--- config.mk ---
export PLATFORM = sky130hd
export DESIGN_NAME = gpc_gpio
export DESIGN_NICKNAME = d
export VERILOG_FILES = /design/src/shared/gpc_pkg.sv /design/src/gpc_gpio.sv
export SDC_FILE = /design/constraint.sdc
export NUM_CORES = 1
export LEC_CHECK = 0
export ABC_CLOCK_PERIOD_IN_PS = 14540
export CORE_UTILIZATION = 60
export DETAILED_ROUTE_END_ITERATION = 8
export DONT_BUFFER_PORTS = 1
export GPL_ROUTABILITY_DRIVEN = 0
export PLACE_DENSITY_LB_ADDON = 0.05
export SYNTH_ARGS = -nofsm -noshare
export SYNTH_HDL_FRONTEND = slang
export SYNTH_SLANG_ARGS = --single-unit
--- constraint.sdc ---
create_clock -name clk -period 14.54 [get_ports clk]
set_clock_uncertainty 0.15 [all_clocks]
set_input_delay 0.727 -clock clk [delete_from_list [all_inputs] [get_ports clk]]
set_output_delay 0.727 -clock clk [all_outputs]
set_load 0.01 [all_outputs]
--- src/shared/gpc_pkg.sv ---
package gpc_pkg;
	localparam int ADDR_W = 16;
	localparam int DATA_W = 16;
	localparam int NPIN = 17;
	localparam int NLOW = 16;
	localparam int NCH = 4;

	// register offsets
	localparam logic [15:0] ADDR_IRQ_PENDING = 16'h4610;
	localparam logic [15:0] ADDR_IRQ_ENABLE = 16'h4628;
	localparam logic [15:0] ADDR_IRQ_A_CFG = 16'h4630;
	localparam logic [15:0] ADDR_IRQ_B_CFG = 16'h4632;
	localparam logic [15:0] ADDR_IRQ_C_CFG = 16'h4634;
	localparam logic [15:0] ADDR_IRQ_D_CFG = 16'h4636;
	localparam logic [15:0] ADDR_OE_HIGH = 16'h4714;
	localparam logic [15:0] ADDR_OE_LOW = 16'h4716;
	localparam logic [15:0] ADDR_OE_CLR_HIGH = 16'h471C;
	localparam logic [15:0] ADDR_OE_CLR_LOW = 16'h471E;
	localparam logic [15:0] ADDR_PD_HIGH = 16'h4720;
	localparam logic [15:0] ADDR_PD_LOW = 16'h4722;
	localparam logic [15:0] ADDR_PU_HIGH = 16'h4724;
	localparam logic [15:0] ADDR_PU_LOW = 16'h4726;
	localparam logic [15:0] ADDR_WAKE_LOW = 16'h4728;
	localparam logic [15:0] ADDR_WAKE_PENDING = 16'h4740;

	// channel config fields
	localparam int CFG_FILT_BIT = 8;
	localparam int CFG_MODE_LSB = 5;
	localparam int CFG_MODE_MSB = 7;

	// filter acceptance: input must hold this many cycles
	localparam logic [2:0] FILT_CYCLES = 3'h4;

	localparam logic [15:0] REG_RESET = 16'h0000;

	typedef enum logic [2:0]
	{
		TRIG_OFF = 3'b000,
		TRIG_RISE = 3'b001,
		TRIG_FALL = 3'b010,
		TRIG_BOTH = 3'b011,
		TRIG_HIGH = 3'b100,
		TRIG_LOW = 3'b101
	} gpc_trig_e;
endpackage : gpc_pkg

--- src/gpc_gpio.sv ---
// What this block does
// - writing one to bit 0 of high clear register clears pin 16 output enable
// - each one written to low clear register clears that pin's output enable
// - high pull-down bit 0 set turns on pin 16 pull-down
// - each set low pull-down bit turns on that pin's pull-down
// - high pull-up bit 0 set turns on pin 16 pull-up
// - each set wake bit watches that low pin for state change as wake source
// - four independent interrupt channels, config registers at consecutive even addresses
// - config bit 8 inserts input filter, clear bypasses it
// - trigger mode in bits 7:5, value 0 disables triggering
// - mode 1 rising, 2 falling, 3 both edges
// - mode 4 triggers while input high, mode 5 while input low
// - low output-enable bits drive output enables of pins 0 to 15
// - per-channel interrupt enable bits, channel A bit 0 to D bit 3
// - detected trigger sets channel pending flag, A bit 0 to D bit 3
//
// Strobed register access was left to the implementer.
module gpc_gpio
(
	input wire logic clk,
	input wire logic rst_n,
	input wire logic [gpc_pkg::ADDR_W-1:0] bus_addr,
	input wire logic [gpc_pkg::DATA_W-1:0] bus_wdata,
	input wire logic bus_wr,
	input wire logic bus_rd,
	output logic [gpc_pkg::DATA_W-1:0] bus_rdata,
	input wire logic [gpc_pkg::NPIN-1:0] gpio_in,
	input wire logic [gpc_pkg::NCH-1:0] ext_irq_in,
	output logic [gpc_pkg::NPIN-1:0] gpio_oe,
	output logic [gpc_pkg::NPIN-1:0] pulldown_en,
	output logic [gpc_pkg::NPIN-1:0] pullup_en,
	output logic irq,
	output logic wake_req
);
	import gpc_pkg::*;

	typedef struct packed
	{
		logic oe_high;
		logic [15:0] oe_low;
		logic pd_high;
		logic [15:0] pd_low;
		logic pu_high;
		logic [15:0] pu_low;
		logic [15:0] wake_en;
		logic [3:0] filt_en;
		logic [3:0][2:0] mode;
		logic [3:0] irq_en;
		logic [3:0] irq_pend;
		logic [15:0] wake_pend;
		logic [20:0] sync1;
		logic [20:0] sync2;
		logic [3:0] flt_lvl;
		logic [3:0][2:0] flt_cnt;
		logic [3:0] prev_lvl;
		logic [15:0] prev_pins;
		logic [15:0] rdata;
		logic irq_out;
		logic wake_out;
	} gpc_state_s;

	localparam gpc_state_s STATE_RST = '0;

	gpc_state_s state_reg;
	gpc_state_s state_next;
	logic [1:0] rst_sync_reg;
	logic rst_sync_n;

	////////////////////////////////////////////////////////////////////////
	// functions

	function automatic logic [15:0] w1c(input logic [15:0] old, input logic [15:0] set,
		input logic [15:0] clr);
		// set wins over a clear in the same cycle
		w1c = (old & ~clr) | set;
	endfunction : w1c

	function automatic logic detect(input logic [2:0] mode, input logic cur, input logic prev);
		case (mode)
			TRIG_RISE: detect = cur & ~prev;
			TRIG_FALL: detect = ~cur & prev;
			TRIG_BOTH: detect = cur ^ prev;
			TRIG_HIGH: detect = cur;
			TRIG_LOW: detect = ~cur;
			// reserved codes treated as disabled
			default: detect = 1'b0;
		endcase
	endfunction : detect

	// channel index of a config address, 4 when not a config address
	function automatic logic [2:0] cfg_index(input logic [15:0] addr);
		if (addr == ADDR_IRQ_A_CFG)
			cfg_index = 3'h0;
		else if (addr == ADDR_IRQ_B_CFG)
			cfg_index = 3'h1;
		else if (addr == ADDR_IRQ_C_CFG)
			cfg_index = 3'h2;
		else if (addr == ADDR_IRQ_D_CFG)
			cfg_index = 3'h3;
		else
			cfg_index = 3'h4;
	endfunction : cfg_index

	////////////////////////////////////////////////////////////////////////
	// reset release

	always_ff @(posedge clk or negedge rst_n)
	begin
		if (!rst_n)
			rst_sync_reg <= 2'h0;
		else
			rst_sync_reg <= {rst_sync_reg[0], 1'b1};
	end

	assign rst_sync_n = rst_sync_reg[1];

	////////////////////////////////////////////////////////////////////////
	// next state

	always_comb
	begin
		logic [3:0] chin;
		logic [3:0] trig;
		logic [15:0] wake_hit;
		logic [15:0] irq_clr;
		logic [15:0] wake_clr;
		logic [2:0] ci;
		logic [15:0] pend_all;
		chin = '0;
		pend_all = '0;
		trig = '0;
		wake_hit = '0;
		irq_clr = '0;
		wake_clr = '0;
		ci = cfg_index(bus_addr);
		state_next = state_reg;

		// pins and channel inputs come from outside: two flops first
		state_next.sync1 = {ext_irq_in, gpio_in};
		state_next.sync2 = state_reg.sync1;
		chin = state_reg.sync2[20:17];

		for (int i = 0; i < NCH; i++)
		begin
			if (!state_reg.filt_en[i])
			begin
				state_next.flt_lvl[i] = chin[i];
				state_next.flt_cnt[i] = 3'h0;
			end
			else if (chin[i] == state_reg.flt_lvl[i])
				state_next.flt_cnt[i] = 3'h0;
			else if (state_reg.flt_cnt[i] == FILT_CYCLES - 3'h1)
			begin
				state_next.flt_lvl[i] = chin[i];
				state_next.flt_cnt[i] = 3'h0;
			end
			else
				state_next.flt_cnt[i] = state_reg.flt_cnt[i] + 3'h1;
			trig[i] = detect(state_reg.mode[i], state_reg.flt_lvl[i], state_reg.prev_lvl[i]);
		end
		state_next.prev_lvl = state_reg.flt_lvl;

		// any change on a watched low pin is a wake event
		wake_hit = state_reg.wake_en & (state_reg.sync2[15:0] ^ state_reg.prev_pins);
		state_next.prev_pins = state_reg.sync2[15:0];

		if (bus_wr)
		begin
			if (bus_addr == ADDR_OE_HIGH)
				state_next.oe_high = bus_wdata[0];
			else if (bus_addr == ADDR_OE_LOW)
				state_next.oe_low = bus_wdata;
			else if (bus_addr == ADDR_OE_CLR_HIGH)
				state_next.oe_high = state_reg.oe_high & ~bus_wdata[0];
			else if (bus_addr == ADDR_OE_CLR_LOW)
				state_next.oe_low = state_reg.oe_low & ~bus_wdata;
			else if (bus_addr == ADDR_PD_HIGH)
				state_next.pd_high = bus_wdata[0];
			else if (bus_addr == ADDR_PD_LOW)
				state_next.pd_low = bus_wdata;
			else if (bus_addr == ADDR_PU_HIGH)
				state_next.pu_high = bus_wdata[0];
			else if (bus_addr == ADDR_PU_LOW)
				state_next.pu_low = bus_wdata;
			else if (bus_addr == ADDR_WAKE_LOW)
				state_next.wake_en = bus_wdata;
			else if (bus_addr == ADDR_WAKE_PENDING)
				wake_clr = bus_wdata;
			else if (bus_addr == ADDR_IRQ_ENABLE)
				state_next.irq_en = bus_wdata[3:0];
			else if (bus_addr == ADDR_IRQ_PENDING)
				irq_clr = bus_wdata;
			else if (ci != 3'h4)
			begin
				state_next.filt_en[ci[1:0]] = bus_wdata[CFG_FILT_BIT];
				state_next.mode[ci[1:0]] = bus_wdata[CFG_MODE_MSB:CFG_MODE_LSB];
			end
		end

		// channel flags share the 16-bit clear helper, upper bits unused
		pend_all = w1c({12'h000, state_reg.irq_pend}, {12'h000, trig}, irq_clr);
		state_next.irq_pend = pend_all[3:0];
		state_next.wake_pend = w1c(state_reg.wake_pend, wake_hit, wake_clr);
		state_next.irq_out = |(state_next.irq_pend & state_next.irq_en);
		state_next.wake_out = |state_next.wake_pend;

		// read data valid only in the cycle after the strobe
		state_next.rdata = 16'h0000;
		if (bus_rd)
		begin
			if (bus_addr == ADDR_OE_HIGH)
				state_next.rdata = {15'h0000, state_reg.oe_high};
			else if (bus_addr == ADDR_OE_LOW)
				state_next.rdata = state_reg.oe_low;
			else if (bus_addr == ADDR_PD_HIGH)
				state_next.rdata = {15'h0000, state_reg.pd_high};
			else if (bus_addr == ADDR_PD_LOW)
				state_next.rdata = state_reg.pd_low;
			else if (bus_addr == ADDR_PU_HIGH)
				state_next.rdata = {15'h0000, state_reg.pu_high};
			else if (bus_addr == ADDR_PU_LOW)
				state_next.rdata = state_reg.pu_low;
			else if (bus_addr == ADDR_WAKE_LOW)
				state_next.rdata = state_reg.wake_en;
			else if (bus_addr == ADDR_WAKE_PENDING)
				state_next.rdata = state_reg.wake_pend;
			else if (bus_addr == ADDR_IRQ_ENABLE)
				state_next.rdata = {12'h000, state_reg.irq_en};
			else if (bus_addr == ADDR_IRQ_PENDING)
				state_next.rdata = {12'h000, state_reg.irq_pend};
			else if (ci != 3'h4)
				state_next.rdata = {7'h00, state_reg.filt_en[ci[1:0]], state_reg.mode[ci[1:0]], 5'h00};
		end
	end

	always_ff @(posedge clk or negedge rst_sync_n)
	begin
		if (!rst_sync_n)
			state_reg <= STATE_RST;
		else
			state_reg <= state_next;
	end

	////////////////////////////////////////////////////////////////////////
	// outputs

	assign bus_rdata = state_reg.rdata;
	assign gpio_oe = {state_reg.oe_high, state_reg.oe_low};
	assign pulldown_en = {state_reg.pd_high, state_reg.pd_low};
	assign pullup_en = {state_reg.pu_high, state_reg.pu_low};
	assign irq = state_reg.irq_out;
	assign wake_req = state_reg.wake_out;
endmodule : gpc_gpio

==> impl_metrics.tcl <==
set metrics [dict create \
    path_cells "or4b_4 -> or2_2 -> nor4_4 -> and2_1 -> mux2_2" \
    ys_ff_latch 203 \
    start_util_pct 61.86 \
    worstMarginPinSlew_ps 1195 \
    die-width_um 124.9 \
    placed_cell_area_mm2 0.008643 \
    worstSetupStartpointType "input port" \
    cts_max_path_buffers 3 \
    drtIter0Drc 561 \
    stdcell_area_mm2 0.009443 \
    p_leak_uw 0.004456 \
    antenna_found_initial 0 \
    grt_pass1_wl_mm 31.38 \
    rsz0062_at_grt "false" \
    nets 757 \
    yosys_warnings 0 \
    area_growth_pct 4.240 \
    synth_top_area_cell "dfrtp_1" \
    instances_no_fill 888 \
    drive_gt1_share_pct 18.18 \
    max_freq_mhz 255.5 \
    htreeDepth 1 \
    critical_path_class "in -> reg" \
    netlist_top_cells_count "203 x dfrtp_1, 68 x buf_4, 62 x mux2_2, 59 x nand2_1, 44 x nor2_1" \
    cp_num_buf_inv 0 \
    io_pins 126 \
    synth_area_per_cell_um2 11.90 \
    drc 28 \
    worstSkewPairLatency_ps 510 \
    grt_pass1_vias 5557 \
    drtAntennaViolNets 0 \
    overflow 0 \
    ctsResizeCount 0 \
    power.density_mw_per_mm2 128.2 \
    hold_class "in -> reg" \
    synth_edf_count 0 \
    max-vdd-ir-drop_mv 0.1012 \
    ys_seq_area_share_pct 56.08 \
    violations "design-rule violations" \
    p_total_uw 1211 \
    whs_ps 91.37 \
    yosysMostFrequentCell "dfrtp_1" \
    syn-num-nets 830 \
    antenna_cells 0 \
    fin_tns_setup_ps 0 \
    coreArea_mm2 0.01464 \
    dp_hpwl_mm 13.05 \
    crit_slowest_cell "and2_1" \
    crit_required_ps 14780 \
    routed_wirelength_mm 19.51 \
    largest_reg_flops 76 \
    first_pass_iters 9 \
    rows 44 \
    cts_tree "yes" \
    vias_per_cell 6.382 \
    status "finished, violations left" \
    crit_fanout 17 \
    drv_slew 0 \
    synth_area_leaders "dfrtp_1 56%, mux2_2 7.7%, buf_4 5.6%" \
    cts.clk_slew.worst_paths_ps 60 \
    critical_path_arrival_ps 4160 \
    cts-root-buf "clkbuf_16" \
    async_flop_share_pct 100.0 \
    cts.sinks 203 \
    die_y_um 124.9 \
    die_area_mm2 0.01559 \
    synthFlopType "dfrtp_1" \
    drv_cap 0 \
    cpPeakStageDelay_ps 1040 \
    syn_area_mm2 0.009059 \
    num_vias 5667 \
    cts_inserted_buffers 22 \
    finalSetupViolations 0 \
    timing.final.hold_violations 0 \
    grt_max_degree 82 \
    post_synth_num_cell_types 63 \
    end_kind "flop" \
    slew_headroom_pct 20.33 \
    period_needed_ps 3913 \
    cp_top_family "simple AND/OR/NAND/NOR gates" \
    fin_crit_sh_pct 26.91 \
    wire_per_inst_um 21.97 \
    grt_usage_pct 25.75 \
    io_buffers 0 \
    synth_top_cell_area_share_pct 56.08 \
    dpl.cell_count 847 \
    synthesis.instances 761 \
]
[layout by cell type, fill, tap and decap left out, types with 3 or more instances in the layout]
cell / count
mux2i_1: 6
nor2_1: 44
ha_1: 12
or4_1: 5
nand4_1: 21
and4b_1: 4
a21boi_0: 4
clkbuf_16: 22
a22o_1: 17
clkinv_2: 5
clkinvlp_4: 3
a21oi_1: 13
nand2_1: 59
o32ai_1: 6
a222oi_1: 8
xor2_1: 24
o21ai_1: 6
nand2b_1: 6
a31o_2: 3
mux2_2: 62
buf_4: 7
o21a_1: 4
a221oi_1: 8
mux2_4: 10
nor4_1: 3
inv_1: 18
a22oi_1: 15
bufinv_16: 5
o21ai_0: 31
clkbuf_1: 3
nor4b_1: 3
dfrtp_1: 202
nor2b_1: 3
and3_1: 4
nor3_1: 4
nand3_1: 11
o22ai_1: 6
[final timing paths]
check,to,slack [ps],from,cells after the start
setup / recovery,pulldown_en[15]$_DFFE_PN0P_,10630,bus_addr[13],5
hold / removal,state_next[69]$_DFF_PN0_,90,gpio_in[15],0
setup reg to reg,state_reg[74]$_DFF_PN0_,11770,rst_sync_reg[1]$_DFF_PN0_,2
hold reg to reg,state_next[69]$_DFF_PN0_,190,rst_sync_reg[1]$_DFF_PN0_,0
max in group asynchronous,state_reg[74]$_DFF_PN0_,11770,rst_sync_reg[1]$_DFF_PN0_,2
min in group asynchronous,state_next[69]$_DFF_PN0_,190,rst_sync_reg[1]$_DFF_PN0_,0
[where the power goes]
| part | internal, uW | switching, uW | total, uW |
|---|---|---|---|
| sequential | 575 | 7.92 | 583 |
| combinational | 8.74 | 18.7 | 27.4 |
| clock | 374 | 227 | 601 |
[cell type report]
cell class                 count  area (um^2)
tap                          184        230.2
timing repair buffer           8        62.56
sequential                   203         5084
inverter                      18        67.56
fill                        1094         5201
clock inverter                14        214.0
clock buffer                  26        575.6
multi-input combinational    435         3209
[per-layer routing]
metal / GRT usage (%) / share of wire [%] / vias up
met5: 0 / 0 / -
met3: 6.314 / 9.1 / 35
met1: 37.81 / 45 / 2862
met2: 38.90 / 44 / 268
met4: 5.954 / 1.9 / 0
li1: - / - / 2502
[repair_timing]
item,in CTS,in global routing
endpoints found under the hold margin,2,0
hold buffers,1,0
buffers inserted,0,0
[metrics by stage]
step	utilization (%)	worst slack, ps
after detailed placement	59.02	10150
after floorplan	-	8314
after global placement	59.02	10150
final	64.48	10630
after CTS	64.48	10670
after global routing	64.48	10550
[worst reg2reg max path: cells and delay by family (launching register included)]
kind	cells	cell delay, ps
buffers and inverters	2	1760
flip-flops	1	820
[logic make-up (layout without fill, tap and decap cells)]
family	Yosys count	count (layout)	share of synthesized area, %
AOI/OAI and AO/OA	132	132	10.29
xor gates and xnor gates	25	25	2.417
adders and majority gates	12	12	1.657
buffers and inverters	123	66	8.494
DFF	203	203	56.08
muxes	78	78	10.03
other	1	1	0.04140
and+or+nand+nor	187	187	10.99
(Power assumes the default switching activity.)
